File: config.mk
export PLATFORM = sky130hd
export DESIGN_NAME = adcr_result_regs
export DESIGN_NICKNAME = d
export VERILOG_FILES = /design/src/core/adcr_pkg.sv /design/src/core/adcr_result_regs.sv
export SDC_FILE = /design/constraint.sdc
export NUM_CORES = 1
export LEC_CHECK = 0
export BUFFER_PORTS_ARGS = -buffer_cell sky130_fd_sc_hd__buf_4
export CORE_MARGIN = 2
export CORE_UTILIZATION = 35
export DETAILED_ROUTE_END_ITERATION = 12
export PLACE_DENSITY = 0.57
export SYNTH_ARGS = -nofsm -noshare
export SYNTH_HDL_FRONTEND = slang
export SYNTH_SLANG_ARGS = --single-unit
File: constraint.sdc
create_clock -name CLK_SYS -period 4.5 [get_ports CLK_SYS]
set_clock_uncertainty 0.05 [all_clocks]
set_input_delay 0.675 -clock CLK_SYS [delete_from_list [all_inputs] [get_ports CLK_SYS]]
set_output_delay 0.675 -clock CLK_SYS [all_outputs]
set_load 0.05 [all_outputs]
File: src/core/adcr_pkg.sv
// Purpose: Shared constants and types for the converter result, compare and configuration registers
// Assumes: APB slave with 32-bit data, one aligned word per byte-wide register
// Notes:   Reset value of every register is zero
`default_nettype none

package adcr_pkg;

   ////////////////////////////////////////////////////////////////////////
   // Widths
   localparam int unsigned BYTE_W   = 8;             // Register width
   localparam int unsigned RESULT_W = 12;            // Full result width
   localparam int unsigned PIN_N    = 8;             // Channel pins governed

   ////////////////////////////////////////////////////////////////////////
   // Register byte addresses
   localparam logic [7:0] OFS_RESULT_HIGH = 8'h00;   // Result high byte, read only
   localparam logic [7:0] OFS_RESULT_LOW  = 8'h04;   // Result low byte, read only
   localparam logic [7:0] OFS_CMP_HIGH    = 8'h08;   // Compare value high byte
   localparam logic [7:0] OFS_CMP_LOW     = 8'h0C;   // Compare value low byte
   localparam logic [7:0] OFS_CONFIG      = 8'h10;   // Converter configuration
   localparam logic [7:0] OFS_PIN_SEL     = 8'h14;   // Analog pin select, channels 0-7
   localparam logic [7:0] OFS_CMP_CTRL    = 8'h18;   // Compare enable and direction
   localparam logic [7:0] OFS_STATUS      = 8'h1C;   // Result valid and interlock state

   ////////////////////////////////////////////////////////////////////////
   // Field positions in the compare control and status words
   localparam int unsigned CMP_EN_BIT    = 0;        // Compare enable
   localparam int unsigned CMP_GT_BIT    = 1;        // Greater-or-equal select
   localparam int unsigned STAT_VAL_BIT  = 0;        // Result valid
   localparam int unsigned STAT_LOCK_BIT = 1;        // Transfer blocked

   ////////////////////////////////////////////////////////////////////////
   // Reset values
   localparam logic [7:0] CFG_RESET = 8'h00;         // High speed, div 1, bus clock, 8-bit
   localparam logic [7:0] CMP_RESET = 8'h00;         // Compare value
   localparam logic [7:0] PIN_RESET = 8'h00;         // All pins under port control

   ////////////////////////////////////////////////////////////////////////
   // Modes and clock choices
   typedef enum logic [1:0] {
      ADCR_MODE_8    = 2'b00,
      ADCR_MODE_12   = 2'b01,
      ADCR_MODE_10   = 2'b10,
      ADCR_MODE_RSVD = 2'b11
   } adcr_mode_t;

   typedef enum logic [1:0] {
      ADCR_SRC_BUS      = 2'b00,
      ADCR_SRC_BUS_HALF = 2'b01,
      ADCR_SRC_ALT      = 2'b10,
      ADCR_SRC_ASYNC    = 2'b11
   } adcr_clk_src_t;

   localparam logic [1:0] DIV_BY_1 = 2'b00;          // Divide codes
   localparam logic [1:0] DIV_BY_8 = 2'b11;

   // Configuration byte, most significant field first
   typedef struct packed {
      logic          low_power;                      // 1 = low power configuration
      logic [1:0]    clock_divide;                   // Divide select
      logic          long_sample;                    // 1 = long sample time
      adcr_mode_t    mode;                           // Resolution
      adcr_clk_src_t input_clock;                    // Clock source
   } adcr_cfg_t;

endpackage

`default_nettype wire

File: src/core/adcr_result_regs.sv
// Purpose: Result, compare, configuration and pin-select registers of a successive-approximation converter
// Assumes: Conversion core toggles CONV_DONE once per completion and holds CONV_RESULT stable around it
// Notes:   Alternate and async clocks arrive as slow levels and become tick enables here
`default_nettype none

module adcr_result_regs
   import adcr_pkg::*;
(
   input  wire logic            CLK_SYS,
   input  wire logic            RESET_N,
   input  wire logic            PSEL,
   input  wire logic            PENABLE,
   input  wire logic            PWRITE,
   input  wire logic [7:0]      PADDR,
   input  wire logic [31:0]     PWDATA,
   output logic      [31:0]     PRDATA,
   output logic                 PREADY,
   output logic                 PSLVERR,
   input  wire logic            CONV_DONE,
   input  wire logic [11:0]     CONV_RESULT,
   input  wire logic            ALT_CLK,
   input  wire logic            ASYNC_CLK,
   output adcr_cfg_t            CONFIG,
   output logic                 CONV_CLK_EN,
   output logic [PIN_N-1:0]     PIN_IO_DISABLE
);

   ////////////////////////////////////////////////////////////////////////
   // Declarations
   logic [2:0]           sync_in;        // Inputs from other domains
   logic [2:0]           sync_1;         // First stage
   logic [2:0]           sync_2;         // Second stage
   logic [2:0]           sync_3;         // Third stage
   logic [2:0]           sync_lvl;       // Accepted level
   logic [2:0]           next_sync_lvl;
   logic [2:0]           sync_chg;       // Accepted change, one cycle
   logic                 done_ev;        // Conversion completed
   logic                 alt_tick;       // Alternate clock rising
   logic                 async_tick;     // Async clock rising
   logic                 wr_en;          // Write access phase
   logic                 rd_en;          // Read access phase
   logic                 mapped;         // Address decodes
   logic [BYTE_W-1:0]    wbyte;          // Written byte
   logic [BYTE_W-1:0]    cmp_high;       // Compare value high
   logic [BYTE_W-1:0]    cmp_low;        // Compare value low
   adcr_cfg_t            cfg;            // Configuration
   logic [PIN_N-1:0]     pin_sel;        // Pin select
   logic                 cmp_en;         // Compare enable
   logic                 cmp_gt;         // Greater-or-equal select
   logic [BYTE_W-1:0]    next_cmp_high;
   logic [BYTE_W-1:0]    next_cmp_low;
   adcr_cfg_t            next_cfg;
   logic [PIN_N-1:0]     next_pin_sel;
   logic                 next_cmp_en;
   logic                 next_cmp_gt;
   logic [RESULT_W-1:0]  result;         // Stored result
   logic                 valid;          // Stored result is valid
   logic                 lock;           // Transfers blocked
   logic [RESULT_W-1:0]  next_result;
   logic                 next_valid;
   logic                 next_lock;
   logic [RESULT_W-1:0]  res_m;          // Result masked to mode
   logic [RESULT_W-1:0]  cv;             // Compare value for mode
   logic                 cond;           // Compare condition met
   logic                 interlock_mode; // 12- or 10-bit
   logic                 mode_change;    // Write alters resolution
   logic                 hi_setup;       // High byte read under way
   logic                 store;          // Take new result
   logic [31:0]          rdata;          // Read mux
   logic [31:0]          next_prdata;
   logic                 half;           // Bus clock halving flop
   logic                 src_tick;       // Selected source tick
   logic [2:0]           div_cnt;        // Divider count
   logic [2:0]           div_max;        // Terminal count
   logic                 next_half;
   logic [2:0]           next_div_cnt;
   logic                 next_clk_en;

   ////////////////////////////////////////////////////////////////////////
   // Three-stage synchronisers; a change counts once stages two and three agree
   assign sync_in = {ASYNC_CLK, ALT_CLK, CONV_DONE};

   genvar gi;
   generate
      for (gi = 0; gi < 3; gi++)
      begin : g_sync
         // Accept the agreed level
         always_comb
         begin
            next_sync_lvl[gi] = sync_lvl[gi];
            if (sync_2[gi] == sync_3[gi])
               next_sync_lvl[gi] = sync_3[gi];
         end
         assign sync_chg[gi] = (sync_2[gi] == sync_3[gi]) && (sync_3[gi] != sync_lvl[gi]);
         // Register the chain
         always_ff @(posedge CLK_SYS or negedge RESET_N)
         begin
            if (!RESET_N)
            begin
               sync_1[gi]   <= 1'b0;
               sync_2[gi]   <= 1'b0;
               sync_3[gi]   <= 1'b0;
               sync_lvl[gi] <= 1'b0;
            end
            else
            begin
               sync_1[gi]   <= sync_in[gi];
               sync_2[gi]   <= sync_1[gi];
               sync_3[gi]   <= sync_2[gi];
               sync_lvl[gi] <= next_sync_lvl[gi];
            end
         end
      end
   endgenerate

   assign done_ev    = sync_chg[0];                  // Either edge of the toggle
   assign alt_tick   = sync_chg[1] && sync_3[1];     // Rising edges only
   assign async_tick = sync_chg[2] && sync_3[2];

   ////////////////////////////////////////////////////////////////////////
   // APB decode; zero wait states, unmapped access answers with an error
   assign wr_en   = PSEL && PENABLE && PWRITE;
   assign rd_en   = PSEL && PENABLE && !PWRITE;
   assign wbyte   = PWDATA[BYTE_W-1:0];
   assign mapped  = (PADDR == OFS_RESULT_HIGH) || (PADDR == OFS_RESULT_LOW) || (PADDR == OFS_CMP_HIGH) ||
                    (PADDR == OFS_CMP_LOW) || (PADDR == OFS_CONFIG) || (PADDR == OFS_PIN_SEL) ||
                    (PADDR == OFS_CMP_CTRL) || (PADDR == OFS_STATUS);
   assign PREADY  = 1'b1;
   assign PSLVERR = PSEL && PENABLE && !mapped;

   ////////////////////////////////////////////////////////////////////////
   // Software-written registers
   always_comb
   begin
      next_cmp_high = cmp_high;
      next_cmp_low  = cmp_low;
      next_cfg      = cfg;
      next_pin_sel  = pin_sel;
      next_cmp_en   = cmp_en;
      next_cmp_gt   = cmp_gt;
      if (wr_en)
      begin
         case (PADDR)
            OFS_CMP_HIGH: next_cmp_high = wbyte;
            OFS_CMP_LOW:  next_cmp_low  = wbyte;
            OFS_CONFIG:   next_cfg      = adcr_cfg_t'(wbyte);
            OFS_PIN_SEL:  next_pin_sel  = wbyte;
            OFS_CMP_CTRL:
            begin
               next_cmp_en = wbyte[CMP_EN_BIT];
               next_cmp_gt = wbyte[CMP_GT_BIT];
            end
            default:      next_cmp_en   = cmp_en;              // Result writes fall here
         endcase
      end
   end

   // Register them
   always_ff @(posedge CLK_SYS or negedge RESET_N)
   begin
      if (!RESET_N)
      begin
         cmp_high <= CMP_RESET;
         cmp_low  <= CMP_RESET;
         cfg      <= adcr_cfg_t'(CFG_RESET);
         pin_sel  <= PIN_RESET;
         cmp_en   <= 1'b0;
         cmp_gt   <= 1'b0;
      end
      else
      begin
         cmp_high <= next_cmp_high;
         cmp_low  <= next_cmp_low;
         cfg      <= next_cfg;
         pin_sel  <= next_pin_sel;
         cmp_en   <= next_cmp_en;
         cmp_gt   <= next_cmp_gt;
      end
   end

   assign CONFIG         = cfg;
   assign PIN_IO_DISABLE = pin_sel;

   ////////////////////////////////////////////////////////////////////////
   // Result formatting and automatic compare per resolution
   always_comb
   begin
      case (cfg.mode)
         ADCR_MODE_12:
         begin
            res_m = CONV_RESULT;
            cv    = {cmp_high[3:0], cmp_low};
         end
         ADCR_MODE_10:
         begin
            res_m = {2'b00, CONV_RESULT[9:0]};
            cv    = {2'b00, cmp_high[1:0], cmp_low};
         end
         default:
         begin
            res_m = {4'h0, CONV_RESULT[BYTE_W-1:0]};
            cv    = {4'h0, cmp_low};
         end
      endcase
      cond = cmp_gt ? (res_m >= cv) : (res_m < cv);
   end

   assign interlock_mode = (cfg.mode == ADCR_MODE_12) || (cfg.mode == ADCR_MODE_10);
   assign mode_change    = wr_en && (PADDR == OFS_CONFIG) && (next_cfg.mode != cfg.mode);
   // In 12- and 10-bit modes a high byte read holds transfers from its setup cycle on, so both bytes match
   assign hi_setup       = PSEL && !PWRITE && (PADDR == OFS_RESULT_HIGH) && interlock_mode;
   assign store          = done_ev && !lock && !hi_setup && (!cmp_en || cond);

   ////////////////////////////////////////////////////////////////////////
   // Result, valid flag and interlock
   always_comb
   begin
      next_result = result;
      next_valid  = valid;
      next_lock   = lock;
      if (mode_change)
      begin
         // Mode change wins over a completing conversion
         next_result = '0;
         next_valid  = 1'b0;
         next_lock   = 1'b0;
      end
      else
      begin
         if (store)
         begin
            next_result = res_m;
            next_valid  = 1'b1;
         end
         if (rd_en && (PADDR == OFS_RESULT_HIGH) && interlock_mode)
            next_lock = 1'b1;
         else if (rd_en && (PADDR == OFS_RESULT_LOW))
            next_lock = 1'b0;
      end
   end

   // Register them
   always_ff @(posedge CLK_SYS or negedge RESET_N)
   begin
      if (!RESET_N)
      begin
         result <= '0;
         valid  <= 1'b0;
         lock   <= 1'b0;
      end
      else
      begin
         result <= next_result;
         valid  <= next_valid;
         lock   <= next_lock;
      end
   end

   ////////////////////////////////////////////////////////////////////////
   // Read data, latched in the setup cycle and shown in the access phase
   always_comb
   begin
      rdata = '0;
      case (PADDR)
         OFS_RESULT_HIGH: rdata[BYTE_W-1:0] = {4'h0, result[RESULT_W-1:BYTE_W]};
         OFS_RESULT_LOW:  rdata[BYTE_W-1:0] = result[BYTE_W-1:0];
         OFS_CMP_HIGH:    rdata[BYTE_W-1:0] = cmp_high;
         OFS_CMP_LOW:     rdata[BYTE_W-1:0] = cmp_low;
         OFS_CONFIG:      rdata[BYTE_W-1:0] = cfg;
         OFS_PIN_SEL:     rdata[BYTE_W-1:0] = pin_sel;
         OFS_CMP_CTRL:
         begin
            rdata[CMP_EN_BIT] = cmp_en;
            rdata[CMP_GT_BIT] = cmp_gt;
         end
         OFS_STATUS:
         begin
            rdata[STAT_VAL_BIT]  = valid;
            rdata[STAT_LOCK_BIT] = lock;
         end
         default:         rdata = '0;
      endcase
      next_prdata = PRDATA;
      if (PSEL && !PENABLE)
         next_prdata = PWRITE ? '0 : rdata;
   end

   // Register read data
   always_ff @(posedge CLK_SYS or negedge RESET_N)
   begin
      if (!RESET_N)
         PRDATA <= '0;
      else
         PRDATA <= next_prdata;
   end

   ////////////////////////////////////////////////////////////////////////
   // Converter clock: source select then divide, as a one-cycle enable
   always_comb
   begin
      next_half = !half;
      case (cfg.input_clock)
         ADCR_SRC_BUS:      src_tick = 1'b1;
         ADCR_SRC_BUS_HALF: src_tick = half;
         ADCR_SRC_ALT:      src_tick = alt_tick;
         default:           src_tick = async_tick;
      endcase
      case (cfg.clock_divide)
         DIV_BY_1: div_max = 3'd0;
         2'b01:    div_max = 3'd1;
         2'b10:    div_max = 3'd3;
         default:  div_max = 3'd7;
      endcase
      next_div_cnt = div_cnt;
      next_clk_en  = 1'b0;
      if (src_tick)
      begin
         next_clk_en  = (div_cnt >= div_max);
         next_div_cnt = (div_cnt >= div_max) ? 3'd0 : 3'(div_cnt + 3'd1);
      end
   end

   // Register divider state
   always_ff @(posedge CLK_SYS or negedge RESET_N)
   begin
      if (!RESET_N)
      begin
         half        <= 1'b0;
         div_cnt     <= 3'd0;
         CONV_CLK_EN <= 1'b0;
      end
      else
      begin
         half        <= next_half;
         div_cnt     <= next_div_cnt;
         CONV_CLK_EN <= next_clk_en;
      end
   end

   ////////////////////////////////////////////////////////////////////////
   // Checks
   a_high_nibble_12: assert property (@(posedge CLK_SYS) disable iff (!RESET_N)
      (store && !mode_change && cfg.mode == ADCR_MODE_12) |=> result[11:8] == $past(CONV_RESULT[11:8]))
      else $error("high byte lost upper result bits");
   a_top_zero_mode: assert property (@(posedge CLK_SYS) disable iff (!RESET_N)
      (cfg.mode == ADCR_MODE_10 |-> result[11:10] == 2'b00) and (cfg.mode == ADCR_MODE_8 |-> result[11:8] == 4'h0))
      else $error("unused result bits not zero");
   a_store_no_cmp: assert property (@(posedge CLK_SYS) disable iff (!RESET_N)
      (done_ev && !lock && !hi_setup && !cmp_en && !mode_change) |=> valid && result == $past(res_m))
      else $error("completion not stored");
   a_hold_cmp_fail: assert property (@(posedge CLK_SYS) disable iff (!RESET_N)
      (done_ev && cmp_en && !cond && !mode_change) |=> $stable(result))
      else $error("failed compare changed result");
   a_lock_set: assert property (@(posedge CLK_SYS) disable iff (!RESET_N)
      (rd_en && PADDR == OFS_RESULT_HIGH && interlock_mode && !mode_change) |=> lock ##1 (lock || $past(rd_en)))
      else $error("high read did not lock");
   a_locked_discard: assert property (@(posedge CLK_SYS) disable iff (!RESET_N)
      (lock && done_ev && !mode_change) |=> $stable(result) && $stable(valid))
      else $error("result changed while locked");
   a_no_lock_8: assert property (@(posedge CLK_SYS) disable iff (!RESET_N)
      cfg.mode == ADCR_MODE_8 |-> !lock)
      else $error("interlock active in 8-bit mode");
   a_mode_invalid: assert property (@(posedge CLK_SYS) disable iff (!RESET_N)
      mode_change |=> !valid && result == '0 && !lock)
      else $error("mode change kept result");
   a_low_byte_8: assert property (@(posedge CLK_SYS) disable iff (!RESET_N)
      (store && !mode_change && cfg.mode == ADCR_MODE_8) |=> result[7:0] == $past(CONV_RESULT[7:0]))
      else $error("low byte wrong in 8-bit mode");
   a_cmp_high_12: assert property (@(posedge CLK_SYS) disable iff (!RESET_N)
      (done_ev && cmp_en && !cmp_gt && cfg.mode == ADCR_MODE_12 && !mode_change &&
       CONV_RESULT[11:8] > cmp_high[3:0]) |=> $stable(result))
      else $error("12-bit compare ignored high bits");
   a_cmp_high_10: assert property (@(posedge CLK_SYS) disable iff (!RESET_N)
      (done_ev && cmp_en && cmp_gt && cfg.mode == ADCR_MODE_10 && !mode_change &&
       CONV_RESULT[9:8] < cmp_high[1:0]) |=> $stable(result))
      else $error("10-bit compare ignored bits 9:8");
   a_cmp_low_8: assert property (@(posedge CLK_SYS) disable iff (!RESET_N)
      (done_ev && !lock && !hi_setup && cmp_en && !cmp_gt && cfg.mode == ADCR_MODE_8 && !mode_change &&
       CONV_RESULT[7:0] < cmp_low) |=> valid && result[7:0] == $past(CONV_RESULT[7:0]))
      else $error("8-bit compare used high byte");
   a_cmp_equal_gt: assert property (@(posedge CLK_SYS) disable iff (!RESET_N)
      (done_ev && !lock && !hi_setup && cmp_en && cmp_gt && res_m == cv && !mode_change) |=> valid)
      else $error("equal value not stored with greater select");
   a_cfg_fields: assert property (@(posedge CLK_SYS) disable iff (!RESET_N)
      (wr_en && PADDR == OFS_CONFIG) |=> CONFIG.low_power == $past(PWDATA[7]) &&
      CONFIG.long_sample == $past(PWDATA[4]) && CONFIG.mode == $past(PWDATA[3:2]))
      else $error("configuration field mismatch");
   a_div_eight: assert property (@(posedge CLK_SYS) disable iff (!RESET_N)
      (CONV_CLK_EN && cfg.input_clock == ADCR_SRC_BUS && cfg.clock_divide == DIV_BY_8 && !wr_en) ##1
      (!wr_en && !CONV_CLK_EN) [*7] |=> CONV_CLK_EN)
      else $error("divide by 8 period wrong");
   a_half_clock: assert property (@(posedge CLK_SYS) disable iff (!RESET_N)
      (CONV_CLK_EN && cfg.input_clock == ADCR_SRC_BUS_HALF && cfg.clock_divide == DIV_BY_1 && !wr_en) ##1
      !wr_en |-> !CONV_CLK_EN ##1 CONV_CLK_EN)
      else $error("halved bus clock period wrong");
   a_pin_select: assert property (@(posedge CLK_SYS) disable iff (!RESET_N)
      (wr_en && PADDR == OFS_PIN_SEL) |=> PIN_IO_DISABLE == $past(PWDATA[7:0]))
      else $error("pin select not applied");
   a_result_ro: assert property (@(posedge CLK_SYS) disable iff (!RESET_N)
      (wr_en && (PADDR == OFS_RESULT_HIGH || PADDR == OFS_RESULT_LOW) && !done_ev) |=> $stable(result))
      else $error("write altered result");

endmodule

`default_nettype wire

* Word level (Yosys, flattened, before mapping) *
Cells that the tools add are included.

cells by class
  reductions and logical operators = 47
  eq/ne operators = 20
  magnitude comparators = 3
  muxes and demuxes = 19
  add/subtract/negate cells = 1

operators with widths
  kind                                                                   count
  12-bit one-hot mux with 2 select lines                                 2
  6-bit one-hot mux with 6 select lines                                  1
  8-bit by 5-bit equality test with 1-bit output, second input constant  4
  12-bit 2-to-1 mux                                                      2
  1-bit logical AND                                                      21
  8-bit by 4-bit equality test with 1-bit output, second input constant  2
  2-bit one-hot mux with 8 select lines                                  1
  12-bit greater-or-equal comparator                                     1
  12-bit < comparator                                                    1
  2-bit AND reduction                                                    5
  1-bit logical OR                                                       9
  3-bit one-hot mux with 3 select lines                                  1
  8-bit by 3-bit equality test with 1-bit output, second input constant  1
  8-bit logical NOT                                                      1
  4-bit 2-to-1 mux                                                       2
  8-bit 2-to-1 mux                                                       1
  1-bit logical NOT                                                      7
  1-bit 2-to-1 mux                                                       7
  2-bit by 1-bit equality test with 1-bit output, second input constant  3
  2-bit equality test, second input constant                             3
  2-bit logical NOT                                                      2
  3-bit by 1-bit adder with 3-bit output, second input constant          1
  1-bit equality test                                                    3
  3-bit greater-or-equal comparator                                      1
  other kinds (6)                                                        8

storage, ports and cells
  register bits after elaboration = 97
  bits of input ports = 60
  word-level logic and storage cells = 119
  output and inout port bits = 51

* Depth between registers and ports, before layout *
Gate-level depths: netlist (run 1).

  depth in word-level cells = 10
  mapped depth = 13

* Worst setup path before layout (run 1) *
Ideal clock, no wire load.

  path type = register to register
  start point = reg cfg (netlist bit CONFIG[3])
  end point = reg result[10]
  data arrival time = 2.884 ns
  period minus slack after synthesis = 3.011 ns
  cell stages (with the launch flop) = 14
  library setup time = 0.077 ns
  path slack = 1.489 ns
  cell sequence = dfrtp_1 > inv_1 > ha_1 > nor2_1 > nor2_1 > and2_1 > ha_1 > and4_1 > nand4_1 > a21o_1 > a311oi_1 > buf_2 > nand3_1 > a21oi_1

between the ends
  longest elaborated chain between the ends = 7

RTL lines
  element                                                                                line                                              source
  start, declared                                                                        adcr_result_regs.sv:46                            adcr_cfg_t cfg;
  start signal, assigned                                                                 adcr_result_regs.sv:165                           cfg <= adcr_cfg_t'(CFG_RESET);
  start signal, assigned                                                                 adcr_result_regs.sv:174                           cfg <= next_cfg;
  2-bit equality test or 2-bit by 1-bit equality test with 1-bit output (tied branches)  adcr_result_regs.sv:188, adcr_result_regs.sv:208
  12-bit one-hot mux with 2 select lines or 1-bit logical OR (tied branches)             adcr_result_regs.sv:188, adcr_result_regs.sv:208
  12-bit < comparator, or another cell as far along                                      adcr_result_regs.sv:205                           cond = cmp_gt ? (res_m >= cv) : (res_m < cv);
  1-bit 2-to-1 mux or 1-bit logical NOT (tied branches)                                  adcr_result_regs.sv:205, adcr_result_regs.sv:212
  1-bit logical OR or 1-bit logical AND (tied branches)                                  adcr_result_regs.sv:212                           assign store = done_ev && !lock && !hi_setup && (!cmp_en || cond);
  1-bit logical AND                                                                      adcr_result_regs.sv:212
  2-bit nonzero test (no line)                                                           --
  end signal, assigned                                                                   adcr_result_regs.sv:253                           result <= next_result;
  end, declared                                                                          adcr_result_regs.sv:56                            logic [RESULT_W-1:0] result;

Several ways; a longest one is shown, not always the timed one. The select of a mux whose other input is x is not followed.
A chain may end at the register's enable or synchronous reset.

* Final worst setup path (run 1) *
  start point = reg cfg (netlist bit CONFIG[2])
  end point = reg result[11]

Same word-level chain as after synthesis.

==> results of run 1 <==
layout make-up:
type | count | area [um^2]
Clock buffer | 12 | 256.5
Clock inverter | 4 | 98.84
Fill cell | 1096 | 6449
Inverter | 17 | 63.81
Multi-Input combinational cell | 263 | 1918
Sequential cell | 73 | 1827
Tap cell | 143 | 178.9
Timing Repair Buffer | 64 | 480.5
where the power goes:
| part | total (mW) | internal [mW] | switching, mW |
|---|---|---|---|
| registers | 0.730 | 0.700 | 0.0301 |
| logic | 0.276 | 0.0968 | 0.179 |
| clock network | 0.841 | 0.573 | 0.268 |
metal layers:
layer / up-vias / track usage [%] / share of wire [%]
met4: 0 / 5.333 / 1.5
li1: 1417 / - / -
met5: - / 0 / 0
met1: 1462 / 24.34 / 47
met3: 11 / 3.554 / 5.3
met2: 114 / 25.03 / 47
registers in the layout, indices dropped and copies added (netlist names), 3 cells and up:
name	cells
result	12
CONFIG	8
PIN_IO_DISABLE	8
PRDATA	8
cmp_high	8
cmp_low	8
div_cnt	3
sync_1	3
sync_2	3
sync_3	3
sync_lvl	3
final timing paths:
kind / end / cells after the start / startpoint / slack, ps
setup / recovery: result[11]$_DFFE_PN0P_ / 11 / CONFIG[2]$_DFF_PN0_ / 1260
hold / removal: sync_2[1]$_DFF_PN0_ / 0 / sync_1[1]$_DFF_PN0_ / 300
hold reg to reg: sync_2[1]$_DFF_PN0_ / 0 / sync_1[1]$_DFF_PN0_ / 300
min in group asynchronous: PRDATA[1]$_DFFE_PN0P_ / 1 / RESET_N / 440
setup reg to reg: result[11]$_DFFE_PN0P_ / 11 / CONFIG[2]$_DFF_PN0_ / 1260
max in group asynchronous: cmp_low[2]$_DFFE_PN0P_ / 1 / RESET_N / 3370
cell usage after synthesis (5+ instances only):
library cell               count  area (um^2)
sky130_fd_sc_hd__dfrtp_1      73         1827
sky130_fd_sc_hd__mux2_2       27        304.0
sky130_fd_sc_hd__buf_4        26        195.2
sky130_fd_sc_hd__o21ai_0      22        110.1
sky130_fd_sc_hd__a21oi_1      21        105.1
sky130_fd_sc_hd__nand2_1      19        71.32
sky130_fd_sc_hd__ha_1         18        225.2
sky130_fd_sc_hd__nor2_1       18        67.56
sky130_fd_sc_hd__inv_1        17        63.81
sky130_fd_sc_hd__nand3_1      14        70.07
sky130_fd_sc_hd__a22o_1       10        87.58
sky130_fd_sc_hd__mux2_4        8        120.1
sky130_fd_sc_hd__nand2b_1      8        50.05
sky130_fd_sc_hd__clkbuf_1      7        26.28
sky130_fd_sc_hd__and2_1        6        37.54
sky130_fd_sc_hd__a221o_1       5        50.05
sky130_fd_sc_hd__buf_2         5        25.02
through the flow:
| step | setup WS [ps] | cells | hold WS (ps) | instance area, um^2 |
|---|---|---|---|---|
| after floorplan | 1489 | 394 | 281.2 | 4081 |
| after global routing | 960.5 | 576 | 300.2 | 4823 |
| after CTS | 1278 | 576 | 298.9 | 4823 |
| after global placement | 1347 | 560 | 283.2 | 4468 |
| final | 1257 | 576 | 297.1 | 4823 |
| after detailed placement | 1281 | 560 | 285.5 | 4468 |
cell usage in the layout, fill, tap and decap left out, drive strengths merged, types with 4 or more instances in the layout:
cell / instances
buf: 64
nor3: 5
dfrtp: 73
a221o: 5
o21ai: 22
a21o: 4
mux2i: 4
clkbuf: 12
nor2: 18
nand2: 19
ha: 18
a21oi: 21
a22o: 10
inv: 17
nand3: 14
conb: 25
mux2: 35
a22oi: 4
and2: 6
a32o: 4
nand2b: 8
logic make-up after synthesis:
logic type	count (synthesis)
compound gates	86
xor+xnor	2
fa+ha+maj	21
buf+inv	58
flops	73
mux	39
other cells	2
simple gates	90
==> flow_summary.ini, run 1 <==
[outcome]
status = complete, no violations

[cells_and_area]
syn2layout_area_growth_pct = 20.73
finish.net_count = 506
antennaDiodeCount = 0
post-route-util_pct = 42.79
final_layout_size_suffix_gt1_share_pct = 28.41

[floorplanning]
die_area_um2 = 12290
die-width_um = 110.8
start_util_pct = 35.44
die_y_um = 110.8
rows = 39
num_io_pins = 111
core_um2 = 11270

[yosys]
yosys_warnings = 0
synth.yosys.seq_area_share_pct = 45.73
synthAdderAreaFrac_pct = 6.389
most_used_dff_post_synth = sky130_fd_sc_hd__dfrtp_1
post_synth_num_cell_types = 54
synth-edff-count = 0
yosys.area_share.xor_xnor_pct = 0.4385
synthMuxAreaShare_pct = 11.62
netlist_area_um2 = 3995
post_synth.cell_area_avg_um2 = 10.77
async_reset_ff_share_pct = 100.0
post_synth_and_or_nand_nor_area_fraction_pct = 12.59
synthesis.instances = 371
largest_family_of_logic_cells_by_synthesized_area = compound AO/OA/AOI/OAI gates
ys_ff_latch = 73
fraction_of_the_mapped_netlist_area_in_compound_gates_pct = 14.63

[global_route]
maximum_number_of_pins_on_one_net_before_global_route_repair = 74
total_overflow_reported_by_the_global_router = 0
grt_first_pass_wirelength_um = 16100
via_count_of_the_first_global_routing_pass = 2842
grtUsageTotal_pct = 16.75
initial_antenna_violation_count = 0

[sta]
final.min_clock_period_ps = 3243
worst_slew_margin_rel_pct = 38.29
worst-slew-pin-transition_ps = 925.6
slew_viol_final = 0
max_clock_freq_mhz = 308.3
final_count_of_hold_timing_violations = 0
setup_violations = 0
rsz0062_at_grt = no
totalNegativeSetupSlack_ps = 0
period_share_pct = 72.07

[setup_path]
critical_path.n_buffers_inverters = 1
cp_slowest_stage_delay_ps = 500
cp_max_fanout = 12
crit_type = flip-flop to flip-flop
critical_path.most_common_cell = sky130_fd_sc_hd__ha_1
critical_path_sink_type = flip-flop
cp_slowest_cell = sky130_fd_sc_hd__a311o_1
worst-endpoint-required_ps = 4700
critical_path_startpoint_category = flip-flop
cp_data_arrival_time_ps = 3440
path_cells = inv_1 > ha_1 > nor2_1 > nand2_1 > ha_1 > and4_1 > nand4_1 > a211oi_1 > a311o_1 > o21ai_0 > a21oi_1
timing.critical_path.max_delay_family = compound AO/OA/AOI/OAI gates

[min_path]
holdCritPathClass = flip-flop to flip-flop

[power]
power.static_leakage_nw = 2.319
power.density_cell_area_nw_per_um2 = 382.9
finalPower_mw = 1.847
vdd_ir_max_v = 0.0002088

[placed_design]
numPortBuffers = 61
detailed_place_hpwl_um = 7145
routabilityCongestion = 0.8105

[run]
drv_cap = 0

[clocking]
clkSinkCount = 73
root_buffer = sky130_fd_sc_hd__clkbuf_16
post_cts.resized_instances = 0
worst_setup_hold_path_clk_slew_ps = 60
clk_path_buf_depth = 2
tritoncts = yes
cts.hold.buffers_added = 0
clk_latency_ps = 330
numCtsBuffers = 9
cts_setup_buffers = 0
h-tree-depth = 3

[route]
antenna_left = 0
drcViolationCount = 0
vias_per_cell = 5.215
drt_first_iter_violations = 199
detail_route.first_pass.iterations = 5
detail_route.wl_per_cell_um = 17.24
dr_total_vias = 3004
routed_wirelength_um = 9930
No activity file was read; power rests on OpenSTA's default activity.
==> run 2: changes to the inputs <==
==> constraint.sdc (replaced) <==
create_clock -name CLK_SYS -period 3 [get_ports CLK_SYS]
set_clock_uncertainty 0.05 [all_clocks]
set_input_delay 0.45 -clock CLK_SYS [delete_from_list [all_inputs] [get_ports CLK_SYS]]
set_output_delay 0.45 -clock CLK_SYS [all_outputs]
set_load 0.05 [all_outputs]
==> flow_summary.ini, run 2 (synthesis gave the netlist of run 1 again) <==
[outcome]
status = complete, no violations

[clocking]
tritoncts = yes
worst_setup_hold_path_clk_slew_ps = 60
clk_path_buf_depth = 2
clk_latency_ps = 330
h-tree-depth = 3
numCtsBuffers = 9
root_buffer = sky130_fd_sc_hd__clkbuf_16
clkSinkCount = 73

[cells_and_area]
syn2layout_area_growth_pct = 23.18
final_cell_count_no_fill = 588
post-route-util_pct = 43.66
final_layout_size_suffix_gt1_share_pct = 32.58
regMostFlops = result
final_design_area_no_fill_um2 = 4921
final.fill_count = 1084
finish.net_count = 518
antennaDiodeCount = 0
layout_commonest_cell = sky130_fd_sc_hd__buf_4
mostFrequentLayoutCells = sky130_fd_sc_hd__buf_4 (76), sky130_fd_sc_hd__dfrtp_1 (71), sky130_fd_sc_hd__mux2_2 (27)
largest_register_ff_count = 12

[setup_path]
critical_path.n_buffers_inverters = 2
critical_path_sink_type = flip-flop
worst-endpoint-required_ps = 3160
timing.critical_path.max_delay_family = simple AND/OR/NAND/NOR gates
ff2ff_path_depth = 13
cp_slowest_cell = sky130_fd_sc_hd__dfrtp_2
worstSetupPathDepth = 13
regToRegSetupSlack_ps = 100
timing.critical_path.to = result[0]$_DFFE_PN0P_
worstReg2RegStart = CONFIG[3]$_DFF_PN0_
cp_max_fanout = 5
critical_path.most_common_cell = sky130_fd_sc_hd__ha_1
cp_data_arrival_time_ps = 3060
path_cells = inv_1 > ha_1 > nor2_2 > nor2_4 > and2_1 > ha_1 > and4_4 > nand4_1 > a21o_1 > a311o_1 > buf_4 > o21ai_0 > a21oi_1
critPathLaunch = CONFIG[3]$_DFF_PN0_
cp_slowest_stage_delay_ps = 420
capturing_point_of_the_worst_reg2reg_path = result[0]$_DFFE_PN0P_
crit_type = flip-flop to flip-flop
critical_path_startpoint_category = flip-flop

[sta]
setup_violations = 0
slew_viol_final = 0
final_count_of_hold_timing_violations = 0
final.min_clock_period_ps = 2898
max_clock_freq_mhz = 345.1
hold_slack_ps = 170.3
worst_slew_margin_rel_pct = 37.32
min_setup_slack_post_route_ps = 102.5
totalNegativeSetupSlack_ps = 0
worst-slew-pin-transition_ps = 940.2
period_share_pct = 96.58

[floorplanning]
start_util_pct = 35.44
num_io_pins = 111
die-width_um = 110.8
die_y_um = 110.8
rows = 39
die_area_um2 = 12290
core_um2 = 11270

[power]
finalPower_mw = 2.654
power.static_leakage_nw = 2.366
vdd_ir_max_v = 0.0002554
power.density_cell_area_nw_per_um2 = 539.3

[min_path]
holdCritPathClass = input port to flip-flop

[run]
drv_cap = 0

[global_route]
grt_first_pass_wirelength_um = 16080
maximum_number_of_pins_on_one_net_before_global_route_repair = 74
grtUsageTotal_pct = 16.63
initial_antenna_violation_count = 0
via_count_of_the_first_global_routing_pass = 2998
total_overflow_reported_by_the_global_router = 0

[route]
drt_first_iter_violations = 178
detail_route.wl_per_cell_um = 16.79
vias_per_cell = 5.133
dr_total_vias = 3018
detail_route.first_pass.iterations = 6
routed_wirelength_um = 9874
antenna_left = 0
drcViolationCount = 0

[placed_design]
dpl_cells = 571
place_ws_ps = 65.09
detailed_place_hpwl_um = 7255
routabilityCongestion = 0.8770
numPortBuffers = 61
post_dp_cell_area_um2 = 4553
## run 2: cell types whose count changed in the layout (fill, tap and decap cells not counted), sizes merged
| cell | change |
|---|---|
| clkbuf | -3 |
| buf | +12 |
| clkinvlp | +1 |
| bufinv | -1 |
| clkinv | +3 |
## run 2: layout make-up
| type | count | area [um^2] | area share [%] |
|---|---|---|---|
| multi-input combinational | 263 | 1958 | 39.79 |
| sequential | 73 | 1829 | 37.17 |
| timing repair buffer | 76 | 570.5 | 11.59 |
| clock buffer | 9 | 225.2 | 4.577 |
| tap | 143 | 178.9 | 3.636 |
| clock inverter | 7 | 95.09 | 1.932 |
| inverter | 17 | 63.81 | 1.297 |
## run 2: worst min path at each step
stage	start	end	slack, ps	depth (start not counted)
6_report	ASYNC_CLK	sync_1[2]$_DFF_PN0_	170	1
5_1_grt	ASYNC_CLK	sync_1[2]$_DFF_PN0_	160	1
4_1_cts	ASYNC_CLK	sync_1[2]$_DFF_PN0_	160	1
3_5_place_dp	sync_1[1]$_DFF_PN0_	sync_2[1]$_DFF_PN0_	290	0
3_3_place_gp	sync_1[1]$_DFF_PN0_	sync_2[1]$_DFF_PN0_	280	0
2_1_floorplan	RESET_N	CONFIG[0]$_DFFE_PN0P_	100	0
## run 2: layer usage
metal / global-route usage [%] / routed length (um) / up-vias
li1: - / - / 1440
met1: 22.46 / 4574 / 1465
met2: 26.46 / 4561 / 100
met3: 3.773 / 530 / 13
met4: 5.667 / 207 / 0
met5: 0 / 0 / -
## run 2: timing repair
item | 4_1_cts | 5_1_grt
endpoints found under the setup margin | 0 | 13
resized for setup | 0 | 13
buffers inserted | 0 | 1
hold buffers | 0 | 0
## run 2: report_power, final
group	switching [mW]	internal [mW]	total [mW]
combinational	0.270	0.153	0.423
clock	0.410	0.727	1.14
sequential	0.0447	1.05	1.09
